==> src/common/pmw_defs.svh <==
// Constants for the power mode and wakeup controller.
// Assumes inclusion by bare name from the design file.
`ifndef PMW_DEFS_SVH
`define PMW_DEFS_SVH

// Register offsets on the plain register port
`define PMW_ADDR_MODE      4'h0
`define PMW_ADDR_ENABLES   4'h1
`define PMW_ADDR_STATUS    4'h2

// Mode control register fields
`define PMW_BIT_HIGH_OSCILLATOR_STOP  1
`define PMW_BIT_CLK_SEL    2
`define PMW_BIT_CPUM_LO    3
`define PMW_BIT_CPUM_HI    4

// Enable register fields
`define PMW_BIT_WT_EN      0
`define PMW_BIT_TB_EN      1
`define PMW_BIT_CC_EN      2
`define PMW_BIT_CD_EN      3
`define PMW_BIT_USB_EN     4

// Cpu mode field encodings
`define PMW_CPUM_NORMAL    2'h0
`define PMW_CPUM_SLEEP     2'h1
`define PMW_CPUM_GREEN     2'h2

`define PMW_RESET_BYTE     8'h00

// Stabilisation after sleep, in high oscillator clocks
`define PMW_WAKE_CYCLES    16384

`endif

==> src/common/pmw_pkg.sv <==
// Types for the power mode and wakeup controller.
// No assumptions beyond a SystemVerilog compiler.
package pmw_pkg;
	typedef enum logic [2:0] {
		PMW_NORMAL = 3'b000,
		PMW_SLOW   = 3'b001,
		PMW_GREEN  = 3'b010,
		PMW_SLEEP  = 3'b011,
		PMW_STABLE = 3'b100
	} pmw_state_e;
endpackage

==> src/verilog/pmw_ctrl.sv <==
// Operating mode and wakeup controller for a small microcontroller.
// Assumes synchronous inputs on i_ref_clk, which stands for the high clock.
//
// Overview of operation
// Four modes: normal, slow, green, sleep
// Setting cpu mode low bit enters sleep; the code enters sleep only on cpu mode 01, and mode 11 keeps normal or slow
// Cpu mode 00 normal, 01 sleep, 10 green
// Writing cpu mode 10 enters green
// Clock select 1 enters slow mode
// Clock select picks high or low clock
// High oscillator: run, stop bit, sleep off
// Low RC runs except in sleep; the code also stops it in the stabilisation state after sleep
// Cpu executes only in normal, slow
// Wake timer also in green; others normal/slow
// USB only in normal with enable
// Interrupt gating per mode
// Sleep wakes on ports, USB, reset
// Green also wakes on timer overflow
// Sleep wake waits 16384 high clocks
// Green wake resumes at once
// Software waits before leaving slow mode
// Running oscillator allows immediate normal return
// Wake timer overflow wakes green
// Wakeup clears cpu mode, keeps clock select
//
// Decided for this implementation: the placing of the registers and the strobed register port.
`timescale 1ns/1ps
`default_nettype none
`include "pmw_defs.svh"

module pmw_ctrl
	import pmw_pkg::*;
#(
	parameter int WAKE_CYCLES = `PMW_WAKE_CYCLES
) (
	// Clock and reset
	input  wire logic       i_ref_clk,
	input  wire logic       i_reset,
	// Register port
	input  wire logic [3:0] i_addr,
	input  wire logic [7:0] i_wdata,
	input  wire logic       i_wr,
	input  wire logic       i_rd,
	output logic      [7:0] o_rdata,
	// Wakeup sources
	input  wire logic       i_port_zero_change,
	input  wire logic       i_port_one_change,
	input  wire logic       i_usb_toggle,
	input  wire logic       i_wake_timer_ovf,
	// Clock and function gates
	output logic            o_high_osc_run,
	output logic            o_low_rc_run,
	output logic            o_sys_clk_low,
	output logic            o_cpu_run,
	output logic            o_wake_timer_run,
	output logic            o_timer_b_run,
	output logic            o_counter_c_run,
	output logic            o_counter_d_run,
	output logic            o_usb_run,
	output logic            o_int_irq_all,
	output logic            o_int_irq_wake_timer,
	output logic            o_ext_irq_run,
	// Mode status
	output logic      [2:0] o_state
);

	localparam int CW = $clog2(WAKE_CYCLES + 1);

	pmw_state_e state_r;
	pmw_state_e state_nxt;
	logic [1:0]    cpu_mode_field_r;
	logic          clock_mode_select_r;
	logic          high_osc_stop_r;
	logic [4:0]    enables_r;
	logic [CW-1:0] stab_cnt_r;

	// Decode
	wire wr_mode    = i_wr && (i_addr == `PMW_ADDR_MODE);
	wire wr_enables = i_wr && (i_addr == `PMW_ADDR_ENABLES);
	wire wake_timer_enable   = enables_r[`PMW_BIT_WT_EN];
	wire usb_function_enable = enables_r[`PMW_BIT_USB_EN];
	wire pin_wake   = i_port_zero_change || i_port_one_change || i_usb_toggle;
	wire green_wake = pin_wake || (wake_timer_enable && i_wake_timer_ovf);     // see R14
	wire stab_done  = (stab_cnt_r == CW'(WAKE_CYCLES - 1));

	wire [7:0] mode_rd = {3'h0, cpu_mode_field_r, clock_mode_select_r, high_osc_stop_r, 1'b0};
	wire [7:0] rd_mux  = (i_addr == `PMW_ADDR_MODE)    ? mode_rd :
	                     (i_addr == `PMW_ADDR_ENABLES) ? {3'h0, enables_r} :
	                     (i_addr == `PMW_ADDR_STATUS)  ? {5'h00, state_r} :
	                                                     `PMW_RESET_BYTE;

	// Mode decode for a given state
	function automatic logic in_run(input pmw_state_e s);
		in_run = (s == PMW_NORMAL) || (s == PMW_SLOW);
	endfunction

	// Next state; a write of a new mode takes effect the cycle after
	always_comb begin
		state_nxt = state_r;
		case (state_r)
			PMW_NORMAL, PMW_SLOW: begin
				if (cpu_mode_field_r == `PMW_CPUM_SLEEP) begin // see R2
					state_nxt = PMW_SLEEP;
				end else if (cpu_mode_field_r == `PMW_CPUM_GREEN) begin
					state_nxt = PMW_GREEN;
				end else begin
					// Immediate return; the oscillator wait is software's job, see R18
					state_nxt = clock_mode_select_r ? PMW_SLOW : PMW_NORMAL; // see R5
				end
			end
			PMW_GREEN: begin
				if (green_wake) begin
					state_nxt = clock_mode_select_r ? PMW_SLOW : PMW_NORMAL;
				end
			end
			PMW_SLEEP: begin
				if (pin_wake) begin
					state_nxt = PMW_STABLE;
				end
			end
			PMW_STABLE: begin
				if (stab_done) begin
					state_nxt = PMW_NORMAL;
				end
			end
			default: state_nxt = PMW_NORMAL;
		endcase
	end

	wire waking = ((state_r == PMW_GREEN) && green_wake) ||
	              ((state_r == PMW_SLEEP) && pin_wake);

	always_ff @(posedge i_ref_clk) begin
		if (i_reset) begin
			state_r             <= PMW_NORMAL;
			cpu_mode_field_r    <= `PMW_CPUM_NORMAL;
			clock_mode_select_r <= 1'b0;
			high_osc_stop_r     <= 1'b0;
			enables_r           <= 5'h00;
			stab_cnt_r          <= '0;
			o_rdata             <= `PMW_RESET_BYTE;
		end else begin
			state_r <= state_nxt;
			o_rdata <= i_rd ? rd_mux : `PMW_RESET_BYTE;
			if (waking) begin
				cpu_mode_field_r <= `PMW_CPUM_NORMAL;
			end else if (wr_mode && in_run(state_r)) begin
				cpu_mode_field_r <= {i_wdata[`PMW_BIT_CPUM_HI], i_wdata[`PMW_BIT_CPUM_LO]};
			end
			if (wr_mode && in_run(state_r)) begin
				clock_mode_select_r <= i_wdata[`PMW_BIT_CLK_SEL];
				high_osc_stop_r     <= i_wdata[`PMW_BIT_HIGH_OSCILLATOR_STOP];
			end
			if (wr_enables) begin
				enables_r <= i_wdata[4:0];
			end
			stab_cnt_r <= (state_r == PMW_STABLE) ? stab_cnt_r + 1'b1 : '0;
		end
	end

	// Per-mode gates, registered so every output is a flip-flop
	wire nrm = (state_nxt == PMW_NORMAL);
	wire run = in_run(state_nxt);
	wire grn = (state_nxt == PMW_GREEN);
	// High clock kept in normal mode even if the stop bit is left set
	wire high_oscillator = nrm || (state_nxt == PMW_STABLE) ||
	            ((run || grn) && !high_osc_stop_r);

	always_ff @(posedge i_ref_clk) begin
		if (i_reset) begin
			o_high_osc_run       <= 1'b1;
			o_low_rc_run         <= 1'b1;
			o_sys_clk_low        <= 1'b0;
			o_cpu_run            <= 1'b1;
			o_wake_timer_run     <= 1'b0;
			o_timer_b_run        <= 1'b0;
			o_counter_c_run      <= 1'b0;
			o_counter_d_run      <= 1'b0;
			o_usb_run            <= 1'b0;
			o_int_irq_all        <= 1'b1;
			o_int_irq_wake_timer <= 1'b1;
			o_ext_irq_run        <= 1'b1;
			o_state              <= PMW_NORMAL;
		end else begin
			o_high_osc_run       <= high_oscillator;
			o_low_rc_run         <= run || grn;
			// Green keeps whichever clock the select bit chose before entry
			o_sys_clk_low        <= (state_nxt == PMW_SLOW) ||
			                        (grn && clock_mode_select_r);
			o_cpu_run            <= run;
			o_wake_timer_run     <= (run || grn) && wake_timer_enable;
			o_timer_b_run        <= run && enables_r[`PMW_BIT_TB_EN];
			o_counter_c_run      <= run && enables_r[`PMW_BIT_CC_EN];
			o_counter_d_run      <= run && enables_r[`PMW_BIT_CD_EN];
			o_usb_run            <= nrm && usb_function_enable;
			o_int_irq_all        <= run;
			o_int_irq_wake_timer <= run || grn;
			o_ext_irq_run        <= run || grn;
			o_state              <= state_nxt;
		end
	end

	// Checks
	a_sleep_entry: assert property (@(posedge i_ref_clk) disable iff (i_reset)
		in_run(state_r) && cpu_mode_field_r == `PMW_CPUM_SLEEP |=> state_r == PMW_SLEEP)
		else $error("sleep not entered");
	a_green_entry: assert property (@(posedge i_ref_clk) disable iff (i_reset)
		in_run(state_r) && cpu_mode_field_r == `PMW_CPUM_GREEN |=> state_r == PMW_GREEN)
		else $error("green not entered");
	a_sleep_gates: assert property (@(posedge i_ref_clk) disable iff (i_reset)
		state_r == PMW_SLEEP |-> !o_high_osc_run && !o_low_rc_run && !o_cpu_run)
		else $error("clocks running in sleep");
	a_green_cpu_off: assert property (@(posedge i_ref_clk) disable iff (i_reset)
		state_r == PMW_GREEN |-> !o_cpu_run && !o_int_irq_all && o_ext_irq_run)
		else $error("green gating wrong");
	a_sleep_no_timer: assert property (@(posedge i_ref_clk) disable iff (i_reset)
		state_r == PMW_SLEEP && i_wake_timer_ovf && !pin_wake |=> state_r == PMW_SLEEP)
		else $error("timer woke sleep");
	a_green_wake_now: assert property (@(posedge i_ref_clk) disable iff (i_reset)
		state_r == PMW_GREEN && green_wake |=> in_run(state_r) && o_cpu_run)
		else $error("green wake delayed");
	a_green_resume: assert property (@(posedge i_ref_clk) disable iff (i_reset)
		state_r == PMW_GREEN && green_wake && clock_mode_select_r |=> state_r == PMW_SLOW)
		else $error("green did not resume slow");
	a_stable_hold: assert property (@(posedge i_ref_clk) disable iff (i_reset)
		$rose(state_r == PMW_STABLE) |-> !o_cpu_run [*8])
		else $error("execution during stabilisation");
	a_stable_end: assert property (@(posedge i_ref_clk) disable iff (i_reset)
		state_r == PMW_STABLE && stab_done |=> state_r == PMW_NORMAL && o_high_osc_run)
		else $error("stabilisation end wrong");
	a_usb_gate: assert property (@(posedge i_ref_clk) disable iff (i_reset)
		o_usb_run |-> state_r == PMW_NORMAL && $past(usb_function_enable))
		else $error("usb active outside normal");
	a_wake_clears: assert property (@(posedge i_ref_clk) disable iff (i_reset)
		waking |=> cpu_mode_field_r == `PMW_CPUM_NORMAL && $stable(clock_mode_select_r))
		else $error("wake did not clear mode");

	// Clock gates; gates and state leave the same flip-flop edge

	a_normal_high_oscillator: assert property (@(posedge i_ref_clk) disable iff (i_reset)
		state_r == PMW_NORMAL |-> o_high_osc_run)
		else $error("high clock off in normal");

	a_slow_high_oscillator_stop: assert property (@(posedge i_ref_clk) disable iff (i_reset)
		state_r == PMW_SLOW |-> o_high_osc_run == !$past(high_osc_stop_r))
		else $error("high clock ignores stop bit in slow");

	a_green_high_oscillator_stop: assert property (@(posedge i_ref_clk) disable iff (i_reset)
		state_r == PMW_GREEN |-> o_high_osc_run == !$past(high_osc_stop_r))
		else $error("high clock ignores stop bit in green");

	a_lrc_running: assert property (@(posedge i_ref_clk) disable iff (i_reset)
		in_run(state_r) || state_r == PMW_GREEN |-> o_low_rc_run)
		else $error("low clock stopped outside sleep");

	a_slow_clk_low: assert property (@(posedge i_ref_clk) disable iff (i_reset)
		state_r == PMW_SLOW |-> o_sys_clk_low)
		else $error("slow mode not on low clock");

	a_normal_clk_high: assert property (@(posedge i_ref_clk) disable iff (i_reset)
		state_r == PMW_NORMAL |-> !o_sys_clk_low)
		else $error("normal mode not on high clock");

	// Function gates; enables reach the gates one edge late

	a_run_cpu_on: assert property (@(posedge i_ref_clk) disable iff (i_reset)
		in_run(state_r) |-> o_cpu_run)
		else $error("cpu stopped while running");

	a_stable_no_cpu: assert property (@(posedge i_ref_clk) disable iff (i_reset)
		state_r == PMW_STABLE |-> !o_cpu_run)
		else $error("cpu runs while stabilising");

	a_sleep_timers_off: assert property (@(posedge i_ref_clk) disable iff (i_reset)
		state_r == PMW_SLEEP |-> !o_wake_timer_run && !o_timer_b_run &&
			!o_counter_c_run && !o_counter_d_run)
		else $error("timer counting in sleep");

	a_green_timers_off: assert property (@(posedge i_ref_clk) disable iff (i_reset)
		state_r == PMW_GREEN |-> !o_timer_b_run && !o_counter_c_run && !o_counter_d_run)
		else $error("timer counting in green");

	a_wt_gate: assert property (@(posedge i_ref_clk) disable iff (i_reset)
		o_wake_timer_run |-> $past(wake_timer_enable))
		else $error("wake timer runs while disabled");

	a_usb_off: assert property (@(posedge i_ref_clk) disable iff (i_reset)
		state_r != PMW_NORMAL |-> !o_usb_run)
		else $error("usb running outside normal");

	a_run_irqs: assert property (@(posedge i_ref_clk) disable iff (i_reset)
		in_run(state_r) |-> o_int_irq_all && o_int_irq_wake_timer && o_ext_irq_run)
		else $error("interrupt gated while running");

	a_green_irq_wt: assert property (@(posedge i_ref_clk) disable iff (i_reset)
		state_r == PMW_GREEN |-> o_int_irq_wake_timer)
		else $error("wake timer interrupt gated in green");

	a_sleep_irqs_off: assert property (@(posedge i_ref_clk) disable iff (i_reset)
		state_r == PMW_SLEEP |-> !o_int_irq_all && !o_int_irq_wake_timer && !o_ext_irq_run)
		else $error("interrupt live in sleep");

	// Transitions

	a_sleep_exit_stable: assert property (@(posedge i_ref_clk) disable iff (i_reset)
		state_r == PMW_SLEEP && pin_wake |=> state_r == PMW_STABLE)
		else $error("sleep wake skipped stabilisation");

	a_sleep_stays: assert property (@(posedge i_ref_clk) disable iff (i_reset)
		state_r == PMW_SLEEP && !pin_wake |=> state_r == PMW_SLEEP)
		else $error("sleep left without wake");

	a_stable_counts: assert property (@(posedge i_ref_clk) disable iff (i_reset)
		state_r == PMW_STABLE && !stab_done |=> state_r == PMW_STABLE)
		else $error("stabilisation cut short");

	a_green_to_normal: assert property (@(posedge i_ref_clk) disable iff (i_reset)
		state_r == PMW_GREEN && green_wake && !clock_mode_select_r |=> state_r == PMW_NORMAL)
		else $error("green did not resume normal");

	a_green_timer_wake: assert property (@(posedge i_ref_clk) disable iff (i_reset)
		state_r == PMW_GREEN && wake_timer_enable && i_wake_timer_ovf |=> in_run(state_r))
		else $error("timer overflow did not wake green");

	a_green_timer_off: assert property (@(posedge i_ref_clk) disable iff (i_reset)
		state_r == PMW_GREEN && !wake_timer_enable && i_wake_timer_ovf && !pin_wake
		|=> state_r == PMW_GREEN)
		else $error("disabled timer woke green");

	a_slow_select: assert property (@(posedge i_ref_clk) disable iff (i_reset)
		in_run(state_r) && cpu_mode_field_r == `PMW_CPUM_NORMAL && clock_mode_select_r
		|=> state_r == PMW_SLOW)
		else $error("slow mode not entered");

	a_normal_return: assert property (@(posedge i_ref_clk) disable iff (i_reset)
		in_run(state_r) && cpu_mode_field_r == `PMW_CPUM_NORMAL && !clock_mode_select_r
		|=> state_r == PMW_NORMAL)
		else $error("normal mode not resumed");

	a_mode_locked: assert property (@(posedge i_ref_clk) disable iff (i_reset)
		!in_run(state_r) && !waking |=> $stable(cpu_mode_field_r))
		else $error("cpu mode changed while halted");

endmodule // pmw_ctrl
`default_nettype wire

==> config.mk <==
export PLATFORM = sky130hd
export DESIGN_NAME = pmw_ctrl
export DESIGN_NICKNAME = d
export VERILOG_FILES = /design/src/common/pmw_pkg.sv /design/src/verilog/pmw_ctrl.sv
export VERILOG_INCLUDE_DIRS = /design/src /design/src/common
export SDC_FILE = /design/constraint.sdc
export NUM_CORES = 1
export LEC_CHECK = 0
export BUFFER_PORTS_ARGS = -buffer_cell sky130_fd_sc_hd__clkbuf_2
export CELL_PAD_IN_SITES_DETAIL_PLACEMENT = 1
export CELL_PAD_IN_SITES_GLOBAL_PLACEMENT = 2
export CORE_MARGIN = 2
export CORE_UTILIZATION = 33
export CTS_CLUSTER_SIZE = 24
export DETAILED_ROUTE_END_ITERATION = 6
export PLACE_DENSITY = 0.93
export SETUP_SLACK_MARGIN = 0.4
export SLEW_MARGIN = 20
export SYNTH_ARGS = -nofsm -noshare
export SYNTH_HDL_FRONTEND = slang
export SYNTH_SLANG_ARGS = --single-unit
==> constraint.sdc <==
create_clock -name i_ref_clk -period 4.7 [get_ports i_ref_clk]
set_clock_uncertainty 0.15 [all_clocks]
set_input_delay 0.94 -clock i_ref_clk [delete_from_list [all_inputs] [get_ports i_ref_clk]]
set_output_delay 0.94 -clock i_ref_clk [all_outputs]
set_load 0.01 [all_outputs]
==> impl_metrics.yaml <==
synthesis:
  synth_most_common_cell: "dfxtp_1"
  ys_top_cells_by_area: "dfxtp_1 46%, nor2_1 7.0%, mux2i_1 6.2%, xor2_1 4.4%, nand3_1 2.8%"
  synth_top_area_cell: "dfxtp_1"
  ys_types: 40
  synth_ff_type: "dfxtp_1"
  yosysSeqAreaShare_pct: 46.3
  netlist.area_leader.share_pct: 46.3
  async_reset_ff_share_pct: 0
  netlist_top_cells_count: "41 x dfxtp_1, 33 x nor2_1, 11 x mux2i_1, 11 x nand2_1, 10 x nand3_1"
  ys_ff_latch: 41
  yosysWarnings: 0
  syn_area_sq_um: 1770
  syn_area_per_cell_sq_um: 9.18
  synth_edf_count: 0
  syn_inst: 193
layout:
  ff_latch_area_sq_um: 821
  final_core_utilization_pct: 40.8
  instances_no_fill: 296
  multi_input_area_sq_um: 855
  drive_above_1_share_pct: 22.6
  area_growth_pct: 18.5
  antenna-diode-count: 0
  nFillCells: 640
  layout.nets: 248
die:
  core_area_sq_um: 5140
  initial_core_util_pct: 34.5
  die_area_sq_um: 5970
  ios: 43
  num_rows: 26
  die_h_microns: 77.3
  die_x_microns: 77.3
sta:
  timing.fmax_ghz: 0.389
  tightestPinTransition_ns: 0.711
  rsz0062_at_grt: "false"
  fin_crit_ns: 2.57
  slew_violations: 0
  setup_viol: 0
  hold_viol: 0
  relSlewSlack_pct: 52.6
  timing.final.crit_share_pct: 54.6
  hold_ws_ns: 0.320
  setup_tns_ns: 0
run_status:
  outcome: "finished clean"
critical_path:
  path_class: "in -> reg"
  critPathArrivalTime_ns: 2.57
  slowest_delay_ns: 0.62
  worstSetupEndpointType: "register"
  crit_family: "simple AND/OR/NAND/NOR gates"
  startpoint_type: "input pin"
  worst-path-max-fanout: 9
  required_ns: 4.70
  cp_cell_sequence: "clkbuf_2 -> nor3_4 -> o211ai_1 -> a21oi_1 -> or2_0 -> a221oi_2"
  path_buf_inv: 1
  cp_slowest_cell: "or2_0"
detailed_routing:
  drt_iter0_drc: 22
  routed_via_density: 4.68
  vias: 1386
  antenna_left: 0
  wire_per_inst_microns: 12.4
  firstDrtPassIters: 4
  routed_wl_microns: 3680
  drc: 0
pwr:
  switching_power_mw: 0.146
  p_seq_share_pct: 48.9
  switching_share_pct: 20.3
  peakVddDrop_v: 0.000169
  power.total_mw: 0.718
  p_per_area_nw_per_um2: 342
  combinationalPowerShare_pct: 4.1
  clockPowerShare_pct: 47.1
  internal-power_mw: 0.572
  leakagePower_nw: 0.855
clock_tree:
  worstSkewPairLatency_ns: 0.29
  clockBufferDepth: 2
  cts.sinks: 41
  cts_resized: 0
  h-tree-depth: 2
  cts_tree: "yes"
  path_clk_slew_ns: 0.09
  cts_hold_buffers: 0
  cts_root_buffer: "clkbuf_8"
  postCtsSetupBuffers: 0
  cts_made_buffers: 5
placement:
  gp_congestion: 0.811
  io_buffers: 36
  placed_cells: 288
  dp_hpwl_microns: 2720
global_route:
  grt_max_degree: 25
  antenna_found_initial: 0
  grt-ovfl-total: 0
  grt_use_total_pct: 13.4
  grt_pass1_wl_microns: 6360
  grt_pass1_vias: 1370
flow_run:
  cap_violations: 0
worst_hold_path:
  hold_path_class: "reg -> reg"
area by class of cell:
| type | instances | area share (%) |
|---|---|---|
| Sequential cell | 41 | 39.1 |
| Tap cell | 70 | 4.17 |
| Inverter | 6 | 1.07 |
| Clock inverter | 3 | 3.10 |
| Multi-Input combinational cell | 135 | 40.7 |
| Timing Repair Buffer | 36 | 8.58 |
| Clock buffer | 5 | 3.28 |
power by group through the flow:
stage / clock, mW / sequential [mW] / combinational (mW)
6_report: 0.338 / 0.351 / 0.0292
5_1_grt: 0.362 / 0.351 / 0.0327
4_1_cts: 0.347 / 0.351 / 0.0297
3_5_place_dp: 0 / 0.359 / 0.0296
3_3_place_gp: 0 / 0.359 / 0.0294
2_1_floorplan: 0 / 0.359 / 0.0182
state kept, by name (all words and copies together), names as in the netlist:
signal / count
o_state: 3
o_timer_b_run: 1
o_counter_d_run: 1
o_rdata: 5
stab_cnt_r: 15
o_high_osc_run: 1
o_usb_run: 1
o_int_irq_all: 1
o_ext_irq_run: 1
high_osc_stop_r: 1
o_sys_clk_low: 1
o_counter_c_run: 1
o_wake_timer_run: 1
enables_r: 5
clock_mode_select_r: 1
cpu_mode_field_r: 2
cells in the final DEF, fill, tap and decap left out, types with 2 or more instances in the layout:
master / Yosys / final
a21oi_1: 7 / 7
bufinv_16: 0 / 2
clkbuf_2: 0 / 36
clkbuf_8: 0 / 5
conb_1: 1 / 3
dfxtp_1: 41 / 41
ha_1: 3 / 3
inv_1: 6 / 6
mux2i_1: 11 / 11
nand2_1: 11 / 11
nand2b_1: 4 / 4
nand3_1: 10 / 10
nand3b_1: 2 / 2
nand4_1: 2 / 2
nor2_1: 33 / 33
nor2b_1: 7 / 7
nor3_1: 4 / 4
nor3b_1: 3 / 3
o21ai_0: 3 / 3
or3_1: 2 / 2
xnor2_1: 4 / 4
xor2_1: 9 / 9
stage by stage:
stage	setup WS [ns]	area [sq um]
floorplan	2.47	1780
detailed placement	1.83	1970
finish	2.13	2100
global placement	1.88	1970
CTS	2.14	2100
global route	2.07	2100
routing by layer:
metal	part of all wire (%)	up-vias	global-route usage (%)	wire length (microns)
li1	-	700	-	-
met1	46	663	15.4	1680
met4	0.46	0	3.75	17
met3	3.8	2	4.24	140
met5	0	-	0	0
met2	50	21	23.7	1850
worst reg2reg max path: cells and delay by family, from the launching register on:
kind	cells	cell delay, ns
simple gates	2	0.89
compound gates	2	0.49
flops	1	0.40
fa+ha+maj	1	0.28
buf+inv	1	0.07
logic make-up (layout without fill, tap and decap cells):
kind of cell / Yosys count / after routing / share of synthesized area (%)
and+or+nand+nor: 87 / 87 / 25.1
adders and majority gates: 3 / 3 / 2.12
muxes: 11 / 11 / 6.21
AOI/OAI and AO/OA: 18 / 18 / 7.70
xor gates and xnor gates: 13 / 13 / 6.43
buffers and inverters: 19 / 50 / 5.86
other: 1 / 3 / 0.212
DFF: 41 / 41 / 46.3
final timing paths:
path	startpoint	to	slack, ns	depth (start not counted)
worst max-delay path	i_port_one_change	o_high_osc_run	2.13	6
worst min-delay path	enables_r[4]	o_usb_run	0.32	2
worst max register to register	cpu_mode_field_r[0]	o_high_osc_run	2.29	6
worst min register to register	enables_r[4]	o_usb_run	0.32	2
(Power assumes the default switching activity.)
